### config.mk
export PLATFORM = sky130hd
export DESIGN_NAME = timer_event_count_pulse_measure
export DESIGN_NICKNAME = d
export VERILOG_FILES = /design/src/core/edge_sync.v /design/src/core/prescaler.v /design/src/core/timer_event_count_pulse_measure.v
export VERILOG_INCLUDE_DIRS = /design/src /design/src/core
export SDC_FILE = /design/constraint.sdc
export NUM_CORES = 1
export LEC_CHECK = 0
export BUFFER_PORTS_ARGS = -buffer_cell sky130_fd_sc_hd__clkbuf_2
export CORE_MARGIN = 2
export CORE_UTILIZATION = 45
export DETAILED_ROUTE_END_ITERATION = 12
export PLACE_DENSITY = 0.76
export SLEW_MARGIN = 20
export SYNTH_ARGS = -nofsm -noshare
export SYNTH_HDL_FRONTEND = slang
export SYNTH_HIERARCHICAL = 1
export SYNTH_SLANG_ARGS = --single-unit
### constraint.sdc
create_clock -name pclk -period 6.2 [get_ports pclk]
set_input_delay 1.24 -clock pclk [delete_from_list [all_inputs] [get_ports pclk]]
set_output_delay 1.24 -clock pclk [all_outputs]
set_load 0.02 [all_outputs]
### src/core/timer_meas_defs.vh
`ifndef TIMER_MEAS_DEFS_VH
`define TIMER_MEAS_DEFS_VH
// ==================================================
// Register byte offsets
`define OFS_START 8'h00
`define OFS_MODE 8'h04
`define OFS_COUNT 8'h08
`define OFS_STATUS 8'h0C
`define OFS_MASK 8'h10
`define OFS_SRC 8'h14
// ==================================================
// Mode register fields
`define MODE_SEL_LO 0
`define MODE_SEL_HI 1
`define MODE_EDGE_LO 2
`define MODE_EDGE_HI 3
`define MODE_MEAS_WIDTH 4
`define MODE_CLK_LO 6
`define MODE_CLK_HI 7
`define MODE_OVF_BIT 5
// Mode encodings
`define MODE_TIMER 2'h0
`define MODE_EVENT 2'h1
`define MODE_MEAS 2'h2
// Edge select
`define EDGE_FALL 2'h0
`define EDGE_RISE 2'h1
`define EDGE_BOTH 2'h2
// Measurement clock select
`define CLK_DIV1 2'h0
`define CLK_DIV8 2'h1
`define CLK_DIV32 2'h2
`define CLK_SUB32 2'h3
// Prescaler terminal counts
`define DIV8_LAST 5'h07
`define DIV32_LAST 5'h1F
// Status bits
`define ST_UNDER 0
`define ST_EDGE 1
`define ST_OVF 2
`define ST_W 3
// 16-bit constants
`define ZERO16 16'h0000
`define ONES16 16'hFFFF
`define ONE16 16'h0001
`endif

### src/core/edge_sync.v
`timescale 1ns/100ps
`include "timer_meas_defs.vh"
// Two-flop synchroniser plus rising/falling edge pulses
module edge_sync
(
   input wire pclk,
   input wire presetn,
   input wire async_in,
   output wire level,
   output wire rise,
   output wire fall
);
   reg meta_q;
   reg sync_q;
   reg last_q;

   // ==================================================
   // Only sync_q reads meta_q
   always @(posedge pclk or negedge presetn)
   begin
      if (!presetn)
      begin
         meta_q <= 1'b0;
         sync_q <= 1'b0;
         last_q <= 1'b0;
      end
      else
      begin
         meta_q <= async_in;
         sync_q <= meta_q;
         last_q <= sync_q;
      end
   end

   assign level = sync_q;
   assign rise = sync_q & ~last_q;
   assign fall = ~sync_q & last_q;
endmodule

### src/core/prescaler.v
`timescale 1ns/100ps
`include "timer_meas_defs.vh"
// Makes one-cycle enables at pclk/1, /8 and /32
module prescaler
(
   input wire pclk,
   input wire presetn,
   output wire sysclk_div1,
   output wire sysclk_div8,
   output wire sysclk_div32
);
   reg [4:0] div_q;

   // ==================================================
   // Free-running divider
   always @(posedge pclk or negedge presetn)
   begin
      if (!presetn)
         div_q <= 5'h00;
      else
         div_q <= div_q + 5'h01;
   end

   assign sysclk_div1 = 1'b1;
   assign sysclk_div8 = (div_q[2:0] == `DIV8_LAST);
   assign sysclk_div32 = (div_q == `DIV32_LAST);
endmodule

### src/core/timer_event_count_pulse_measure.v
`timescale 1ns/100ps
`include "timer_meas_defs.vh"
// Contract
// - Event mode counts selected pin edges.
// - Event mode may count other timer overflow.
// - Decrement per event; underflow reloads, interrupts.
// - Underflow every programmed value plus one.
// - Start flag one runs, zero halts.
// - Event mode read returns live count.
// - Stopped write loads reload and counter.
// - Running write loads reload only.
// - Channel one: overflows only, no measurement.
// - Measure: count up, capture, restart zero.
// - Edge interrupt except first edge.
// - Overflow interrupts and sets overflow flag.
// - Later mode write clears overflow flag; here only while running, after a count cycle.
// - Measure read returns reload register.
// - Result indeterminate before second edge.
// - Measure mode counter writes ignored.
// - Period: same-polarity edge to edge.
// - Mode from two low mode bits.
module timer_event_count_pulse_measure
#(
   parameter HAS_PIN = 1
)
(
   input wire pclk,
   input wire presetn,
   input wire psel,
   input wire penable,
   input wire pwrite,
   input wire [7:0] paddr,
   input wire [31:0] pwdata,
   output reg [31:0] prdata,
   output reg pready,
   output reg pslverr,
   input wire channel_pulse_input_pin,
   input wire other_timer_ovf,
   input wire subclock_div32,
   output reg irq,
   output reg underflow_pulse
);
   // ==================================================
   // Register map, one aligned word each
   // START  [0] runs the channel; clearing it halts and forgets edge history
   // MODE   [1:0] 0 timer (not counted here), 1 event count, 2 measure
   // MODE   [3:2] edge 0 fall, 1 rise, 2 both; period uses rise if 1, else fall
   // MODE   [4] width instead of period, [5] overflow flag, read only
   // MODE   [7:6] measure clock pclk/1, /8, /32 or subclock rise
   // COUNT  [15:0] live count in event mode, last result in measure mode
   // STATUS [0] underflow, [1] measured edge, [2] overflow; write one clears
   // MASK   same layout as STATUS; irq is high while any unmasked bit is set
   // SRC    [0] counts other_timer_ovf instead of the pin
   // Unmapped offsets answer with pslverr and read as zero.
   // Limitation: the pin is seen three cycles late and pulses shorter than
   // one pclk period may be lost; measured values share that delay.

   // Enables and synchronised edges
   wire sysclk_div1;
   wire sysclk_div8;
   wire sysclk_div32;
   wire pin_rise;
   wire pin_fall;
   wire sub_rise;

   // Software-visible and counter state
   reg start_q;
   reg [7:0] mode_q;
   reg use_ovf_q;
   reg [15:0] count_q;
   reg [15:0] reload_q;
   reg [2:0] status_q;
   reg [2:0] mask_q;
   reg [1:0] edges_q;
   reg ovf_armed_q;
   reg [2:0] ev_d;
   reg [31:0] rdata_d;

   // Decoded controls
   wire [1:0] msel;
   wire [1:0] esel;
   wire [1:0] csel;
   wire acc;
   wire wr;
   wire pin_edge;
   wire event_tick;
   wire meas_tick;
   wire meas_edge;
   wire is_event;
   wire is_meas;
   wire mapped;

   // ==================================================
   // Divider and input synchronisers
   // pclk/1 is a constant enable, kept so the clock select stays uniform
   prescaler u_pre
   (
      .pclk(pclk),
      .presetn(presetn),
      .sysclk_div1(sysclk_div1),
      .sysclk_div8(sysclk_div8),
      .sysclk_div32(sysclk_div32)
   );

   edge_sync u_pin
   (
      .pclk(pclk),
      .presetn(presetn),
      .async_in(channel_pulse_input_pin),
      .level(),
      .rise(pin_rise),
      .fall(pin_fall)
   );

   // Subclock arrives from another domain; sync then use its rise
   edge_sync u_sub
   (
      .pclk(pclk),
      .presetn(presetn),
      .async_in(subclock_div32),
      .level(),
      .rise(sub_rise),
      .fall()
   );

   // ==================================================
   // Decode of mode and bus strobes
   assign msel = mode_q[`MODE_SEL_HI:`MODE_SEL_LO];
   assign esel = mode_q[`MODE_EDGE_HI:`MODE_EDGE_LO];
   assign csel = mode_q[`MODE_CLK_HI:`MODE_CLK_LO];
   assign is_event = (msel == `MODE_EVENT);
   // A channel without pin never measures
   assign is_meas = (msel == `MODE_MEAS) && (HAS_PIN != 0);
   // acc marks the one edge at which a transfer completes
   assign acc = psel & penable & pready;
   assign wr = acc & pwrite;
   // Only the listed word offsets decode; anything else is refused
   assign mapped = (paddr == `OFS_START) || (paddr == `OFS_MODE) ||
      (paddr == `OFS_COUNT) || (paddr == `OFS_STATUS) ||
      (paddr == `OFS_MASK) || (paddr == `OFS_SRC);

   // Edge selection for event counting
   // Both edges count twice per pin period
   assign pin_edge = (esel == `EDGE_RISE) ? pin_rise :
      (esel == `EDGE_BOTH) ? (pin_rise | pin_fall) : pin_fall;

   // Source: pin, or other timer's overflow; no pin forces overflow
   assign event_tick = ((use_ovf_q || (HAS_PIN == 0)) ? other_timer_ovf :
      pin_edge);

   // Measurement count clock
   // Subclock ticks arrive three cycles late; keep it below pclk/4
   assign meas_tick = (csel == `CLK_DIV8) ? sysclk_div8 :
      (csel == `CLK_DIV32) ? sysclk_div32 :
      (csel == `CLK_SUB32) ? sub_rise : sysclk_div1;

   // Period uses one polarity, width uses both
   // Width mode measures high and low phases alternately
   assign meas_edge = mode_q[`MODE_MEAS_WIDTH] ? (pin_rise | pin_fall) :
      ((esel == `EDGE_RISE) ? pin_rise : pin_fall);

   // ==================================================
   // Counter, reload and event detection
   always @(posedge pclk or negedge presetn)
   begin
      if (!presetn)
      begin
         count_q <= `ZERO16;
         reload_q <= `ZERO16;
         edges_q <= 2'h0;
         ovf_armed_q <= 1'b0;
         ev_d <= 3'h0;
      end
      else
      begin
         ev_d <= 3'h0;
         // Start low clears the edge history
         if (!start_q)
            edges_q <= 2'h0;
         // A mode write restarts the wait for a count cycle
         if (wr && (paddr == `OFS_MODE))
            ovf_armed_q <= 1'b0;
         // Outside measure mode COUNT writes reach reload, the counter only when stopped
         if (wr && (paddr == `OFS_COUNT) && !is_meas)
         begin
            reload_q <= pwdata[15:0];
            if (!start_q)
               count_q <= pwdata[15:0];
         end
         // Event counting: down, reload on underflow
         if (start_q && is_event && event_tick)
         begin
            if (count_q == `ZERO16)
            begin
               // Underflow every reload+1 events
               count_q <= reload_q;
               ev_d[`ST_UNDER] <= 1'b1;
            end
            else
               count_q <= count_q - `ONE16;
         end
         // Measuring: capture and restart at each edge
         else if (start_q && is_meas)
         begin
            if (meas_edge)
            begin
               reload_q <= count_q;
               count_q <= `ZERO16;
               // The first edge after start only opens the measurement
               if (edges_q != 2'h0)
                  ev_d[`ST_EDGE] <= 1'b1;
               if (edges_q != 2'h2)
                  edges_q <= edges_q + 2'h1;
            end
            // No edge: count the prescaled clock; wraps past the top
            else if (meas_tick)
            begin
               count_q <= count_q + `ONE16;
               if (count_q == `ONES16)
               begin
                  ev_d[`ST_OVF] <= 1'b1;
                  ovf_armed_q <= 1'b0;
               end
               else
                  ovf_armed_q <= 1'b1;
            end
         end
      end
   end

   // ==================================================
   // Software registers; hardware set beats write-one clear
   always @(posedge pclk or negedge presetn)
   begin
      if (!presetn)
      begin
         start_q <= 1'b0;
         mode_q <= 8'h00;
         use_ovf_q <= 1'b0;
         mask_q <= 3'h0;
      end
      else
      begin
         // Plain register writes land at the pready edge
         if (wr && (paddr == `OFS_START))
            start_q <= pwdata[0];
         if (wr && (paddr == `OFS_SRC))
            use_ovf_q <= pwdata[0];
         if (wr && (paddr == `OFS_MASK))
            mask_q <= pwdata[2:0];
         if (wr && (paddr == `OFS_MODE))
         begin
            mode_q[4:0] <= pwdata[4:0];
            mode_q[`MODE_CLK_HI:`MODE_CLK_LO] <= pwdata[`MODE_CLK_HI:`MODE_CLK_LO];
         end
         // Overflow flag: set on overflow, cleared by a mode write while running once a count cycle has passed
         if (ev_d[`ST_OVF])
            mode_q[`MODE_OVF_BIT] <= 1'b1;
         else if (wr && (paddr == `OFS_MODE) && start_q && ovf_armed_q)
            mode_q[`MODE_OVF_BIT] <= 1'b0;
      end
   end

   // ==================================================
   // Sticky status bits, one process per bit
   // A hardware set in the same cycle as a write-one clear wins
   genvar g;
   generate
      for (g = 0; g < `ST_W; g = g + 1)
      begin : g_status
         always @(posedge pclk or negedge presetn)
         begin
            if (!presetn)
               status_q[g] <= 1'b0;
            else if (ev_d[g])
               status_q[g] <= 1'b1;
            else if (wr && (paddr == `OFS_STATUS) && pwdata[g])
               status_q[g] <= 1'b0;
         end
      end
   endgenerate

   // ==================================================
   // Read mux
   // Decoded from paddr alone; the slave registers it one cycle later
   always @*
   begin
      rdata_d = 32'h00000000;
      case (paddr)
         `OFS_START: rdata_d[0] = start_q;
         `OFS_MODE: rdata_d[7:0] = mode_q;
         `OFS_COUNT: rdata_d[15:0] = is_meas ? reload_q : count_q;
         `OFS_STATUS: rdata_d[2:0] = status_q;
         `OFS_MASK: rdata_d[2:0] = mask_q;
         `OFS_SRC: rdata_d[0] = use_ovf_q;
         default: rdata_d = 32'h00000000;
      endcase
   end

   // ==================================================
   // APB slave: one wait state, answer registered
   always @(posedge pclk or negedge presetn)
   begin
      if (!presetn)
      begin
         pready <= 1'b0;
         prdata <= 32'h00000000;
         pslverr <= 1'b0;
      end
      else
      begin
         // Ready pulses one cycle into the access phase
         pready <= psel & penable & ~pready;
         if (psel & penable & ~pready)
         begin
            // A write reads back zero so stale data never looks like an answer
            prdata <= pwrite ? 32'h00000000 : rdata_d;
            pslverr <= ~mapped;
         end
         // pslverr only ever stands together with pready
         else
            pslverr <= 1'b0;
      end
   end

   // ==================================================
   // Interrupt and underflow outputs
   always @(posedge pclk or negedge presetn)
   begin
      if (!presetn)
      begin
         irq <= 1'b0;
         underflow_pulse <= 1'b0;
      end
      else
      begin
         // irq lags status by one cycle so it comes straight from a flop
         irq <= |(status_q & mask_q);
         // underflow_pulse feeds the event input of a neighbouring channel
         underflow_pulse <= ev_d[`ST_UNDER];
      end
   end
endmodule

# Word level (Yosys, flattened, before mapping)
# Cells that the tools add are included.
[word_totals] register_bits=101 latch_bits=0 ramBits=0 rom_bits=0 in_bits=48 out_inout_bits=36 elab_cells=142 memories=0
[classes] n_addsub=4 mul=0 n_div=0 n_lt_le_gt_ge=0 eq_ne=16 n_shift=0 n_mux=54 bitwise_logic=14 reduce_logical=29
[ops] operator="$mux 16" n=13
[ops] operator="$mux 1" n=30
[ops] operator="$add 16x1->16 const B" n=1
[ops] operator="$eq 16x16->1 const B" n=1
[ops] operator="$eq 8x4->1 const B" n=2
[ops] operator="$eq 8x5->1 const B" n=2
[ops] operator="$logic_not 16->1" n=1
[ops] operator="$sub 16x1->16 const B" n=1
[ops] operator="$logic_and 1x1->1" n=15
[ops] operator="$mux 2" n=7
[ops] operator="$pmux 5 s2" n=1
[ops] operator="$reduce_bool 2->1" n=5
[ops] operator="$eq 2x2->1 const B" n=4
[ops] operator="$eq 8x3->1 const B" n=1
[ops] operator="$logic_not 8->1" n=1
[ops] operator="$mux 8" n=1
[ops] operator="$pmux 2 s4" n=1
[ops] operator="$and 1x1->1" n=7
[ops] operator="$eq 2x1->1 const B" n=3
[ops] operator="$pmux 1 s6" n=1
[ops] operator="$add 5x1->5 const B" n=1
[ops] operator="$eq 5x5->1 const B" n=1
[ops] operator="$logic_or 1x1->1" n=5
[ops] operator="$not 1->1" n=5
[ops] operator="7 further kinds" n=7

# Longest topological paths before layout
[logic_depth] depth_word=10 ltp_mapped=9 mapped_depth_nobuf=8

# Modules after synthesis
# The synthesis kept the hierarchy.
[by_module_without_submodules] mod="timer_event_count_pulse_measure" instances=1 cells_each=529 area_per_inst_um2=4747.1
[by_module_without_submodules] mod="prescaler" instances=1 cells_each=14 area_per_inst_um2=197.7
[by_module_without_submodules] mod="edge_sync" instances=2 cells_each=5 area_per_inst_um2=90.1

# Worst setup path before layout
# No wires, ideal clock.
[synth_timing] path_type="input -> register" startpoint="in paddr[2]" endpoint="reg count_q[13]" t_arrival_ns=2.767 t_required_ns=6.073 path_slack_ns=3.307 path_stages=6 n_path_buf=1 cell_sequence="clkbuf_2 -> nor3b_1 -> nand3_1 -> nor2_8 -> mux2_2 -> a311o_2"
[synth_via] elab_chain_len=8
[synth_rtl] item="start: declaration" line="timer_event_count_pulse_measure.v:32" source="input wire [7:0] paddr,"
[synth_rtl] item="$eq 8x4->1 (*)"
[synth_rtl] item="$logic_and 1x1->1 (*) (2 in a row)" line="timer_event_count_pulse_measure.v:184" source="if (wr && (paddr == `OFS_COUNT) && !is_meas)"
[synth_rtl] item="$mux 16 (*)" line="timer_event_count_pulse_measure.v:184"
[synth_rtl] item="$mux 16" line="timer_event_count_pulse_measure.v:216" source="else if (meas_tick)"
[synth_rtl] item="$mux 16" line="timer_event_count_pulse_measure.v:205" source="if (meas_edge)"
[synth_rtl] item="$mux 16 (*)" line="timer_event_count_pulse_measure.v:203" source="else if (start_q && is_meas)"
[synth_rtl] item="$mux 16 (*)" line="timer_event_count_pulse_measure.v:191" source="if (start_q && is_event && event_tick)"
[synth_rtl] item="end signal: assignment" line="timer_event_count_pulse_measure.v:196" source="count_q <= reload_q;"
[synth_rtl] item="end signal: assignment" line="timer_event_count_pulse_measure.v:208" source="count_q <= `ZERO16;"
[synth_rtl] item="end signal: assignment" line="timer_event_count_pulse_measure.v:218" source="count_q <= count_q + `ONE16;"
[synth_rtl] item="end: declaration" line="timer_event_count_pulse_measure.v:70" source="reg [15:0] count_q;"
# Mark *: on every way between the ends. The rest lies on a longest branch, timed or not.
# A chain may end at the register's enable or synchronous reset.

# Final worst setup path
[layout_timing] startpoint="in paddr[5]" endpoint="reg prdata[5]"
[layout_via] elab_chain_len=3 word_cells_on_any_way=4 classes_between="eq/ne (2); mux (2)"
[layout_rtl] item="$eq 8x4->1 / $eq 8x3->1 (equally long branches)" line="timer_event_count_pulse_measure.v:289" source="case (paddr)"
[layout_rtl] item="$pmux 5 s2 (*)" line="timer_event_count_pulse_measure.v:289"
[layout_rtl] item="$mux 16 (*)" line="timer_event_count_pulse_measure.v:317" source="prdata <= pwrite ? 32'h00000000 : rdata_d;"
[layout_rtl] item="end signal: assignment" line="timer_event_count_pulse_measure.v:317"
[layout_rtl] item="end: declaration" line="timer_event_count_pulse_measure.v:34" source="output reg [31:0] prdata,"
# Marks and branches as above.

==> run summary <==
The die height came out at 111 um. The via count of the first global-routing pass was 4407. The flow ran to the end, and the final reports show no timing, DRC or antenna violations.

The total global-route track usage came out at 23.6%. The count of final setup violators is 0. The worst-skew pair later-pin latency came out at 0.35 ns. The startpoint identified for the worst register-to-register timing path is pready. The final critical path takes up 55.7% of the cycle.

The highest achievable clock rate came out at 0.290 GHz. The kind of critical path is primary input to flop. The share of final-layout standard cells stronger than drive strength 1 came out at 17.2%. The standby leakage power came out at 2.58 nW. In this run, post-CTS hold repair placed 0 buffers. The most critical setup path has its startpoint at paddr[5]. The maximum number of pins on one net before global-route repair came out at 86. Power spread over the standard cell area amounts to 207 nW/um^2. Once layout is done, the placed cells without fillers occupy 5620 um^2. The total power consumption of the routed design is 1.17 mW. The H-tree was split into 3 levels. The final layout net count is 631. The global-route wire length before repair came out at 23100 um.

Synthesis produced 552 cells. The synthesis-to-finish area growth came out at 9.88%. The setup TNS is 0 ns. The max-cap violation count is 0. The routed length per placed instance came out at 19.6 um.

Prior to clock tree synthesis, the placed netlist has a worst setup slack of 2.47 ns. The clock-pin transition on the worst setup and hold timing paths came out at 0.06 ns. In this run the most critical hold path is launched from u_sub/meta_q. Once the clock tree was built, the setup fixing pass inserted 0 buffers. The number of endpoints with negative hold slack in the final report came out at 0. After synthesis, the mean cell area works out to 9.27 um^2. The number of DRC violations after detailed-routing iteration 0 came out at 386. The remaining antenna violation count after routing came out at 0.

The number of I/O port buffers came out at 51. The via count came out at 4451. The stage delay of the slowest cell on the critical path came out at 0.83 ns.

The critical path data arrival time is 3.73 ns. The count of yosys warnings during synthesis is 6. The final setup skew is 0.00832 ns.

The antenna diode count is 0. The tree is rooted in a clkbuf_16. Row generation in the floorplan step produced 38 rows. The worst pin sits at a relative slew slack of 28.6%. The total congestion overflow after global routing is 0.

The slowest stage of the critical path is the and3_1 cell. The total routed wirelength is 14100 um. The required time at the endpoint of the critical path is 6.48 ns. The number of top-level pins came out at 84.

Setup repair after global routing left no endpoint under its margin. Summing every instance area after synthesis gives 5120 um^2. The buffer levels on the longest clock path came out at 2. The final critical-path setup slack came out at 2.75 ns. The initial antenna violation count is 0. The total DRC errors in the routed layout is 0. Clock tree synthesis found a total of 85 sinks. The initial cell density of the core is 46.6%. At the end of the flow the core is filled with cells to 51.2%. For the pin with the worst max-slew slack, the measured transition is 1.07 ns. The clock period could shrink to 3.45 ns.

Traced cell by cell, the critical path runs through clkbuf_2 > nor3_1 > and3_1 > nand2_1 > a21oi_1 > a221o_1. The core footprint came out at 11000 um^2. The die width came out at 111 um. The max-slew violation count is 0. The number of buffers created by CTS came out at 9. TritonCTS built the clock tree. The floorplan die area came out at 12200 um^2. The routability-driven placement congestion ratio is 0.943.

The worst hold path belongs to the class flop to flop. After clock tree synthesis, the repair step resized 0 gates. Detailed placement finished with a half-perimeter wire length of 9570 um. The post-detailed-placement cell area is 5320 um^2.

The first detailed-routing pass took 5 iterations. The launching element type of the critical path is a primary input. STA classifies the critical path endpoint as a flop. The peak supply drop is 0.131 mV. The largest driver fanout on the critical path came out at 18. Using the TritonRoute via totals, the vias-per-cell ratio works out to 6.16.
through the flow:
stage / instances / hold slack [ns]
after CTS: 722 / 0.358
after global routing: 722 / 0.360
after global placement: 706 / 0.333
after detailed placement: 706 / 0.336
after floorplan: 567 / 0.331
final: 722 / 0.354
final timing paths:
check                           depth (start not counted)  slack [ns]     endpoint
worst max-delay path                                    6        2.75    prdata[5]
worst min-delay path                                    0        0.35  u_sub/level
worst max register to register                          5        3.36    prdata[5]
worst min register to register                          0        0.35  u_sub/level
max in group asynchronous                               1        4.71   prdata[13]
min in group asynchronous                               1        0.94    prdata[3]
layout make-up:
cell class                      count  area (um^2)
Clock buffer                        9          225
Clock inverter                      7         73.8
Fill cell                         985         5360
Inverter                           15         56.3
Multi-Input combinational cell    412         2680
Sequential cell                    85         2130
Tap cell                          140          175
Timing Repair Buffer               54          284
where the power goes:
part / switching [mW] / total, mW / internal [mW]
clock network: 0.233 / 0.546 / 0.313
logic: 0.0425 / 0.0583 / 0.0158
registers: 0.00357 / 0.562 / 0.558
layer usage:
metal / share of wire [%] / GRT usage [%] / vias to the layer above
li1: - / - / 2029
met1: 42 / 30.8 / 2185
met2: 49 / 38.8 / 212
met3: 7.9 / 5.32 / 25
met4: 1.7 / 8.17 / 0
met5: 0 / 0 / -
cells in the final DEF (no fill, tap or decap), types with 9 or more instances in the layout:
cell type and count:
nand3_1 18, o21ai_0 40, nand2_1 63, nor2_1 31, clkbuf_16 9, conb_1 17
clkbuf_2 50, a21oi_1 25, inv_1 15, nand4_1 12, xnor2_1 11, mux2_2 15
nor3_1 14, nor4_1 9, dfrtp_1 85, mux2i_1 26
critical path, delay by kind of cell:
family	cells	cell delay, ns
AND/OR/NAND/NOR	3	1.90
AO/OA/AOI/OAI	2	0.50
buffers and inverters	1	0.08
sequential cells by signal, indices dropped and copies added, names as in the netlist, 2 cells and up:
name and count:
ev_d 3, mask_q 3, u_pre/div_q 5, count_q 16, status_q 3, reload_q 16, mode_q 8, edges_q 2
prdata 16
Note: power is estimated with default switching activity, not from simulation.
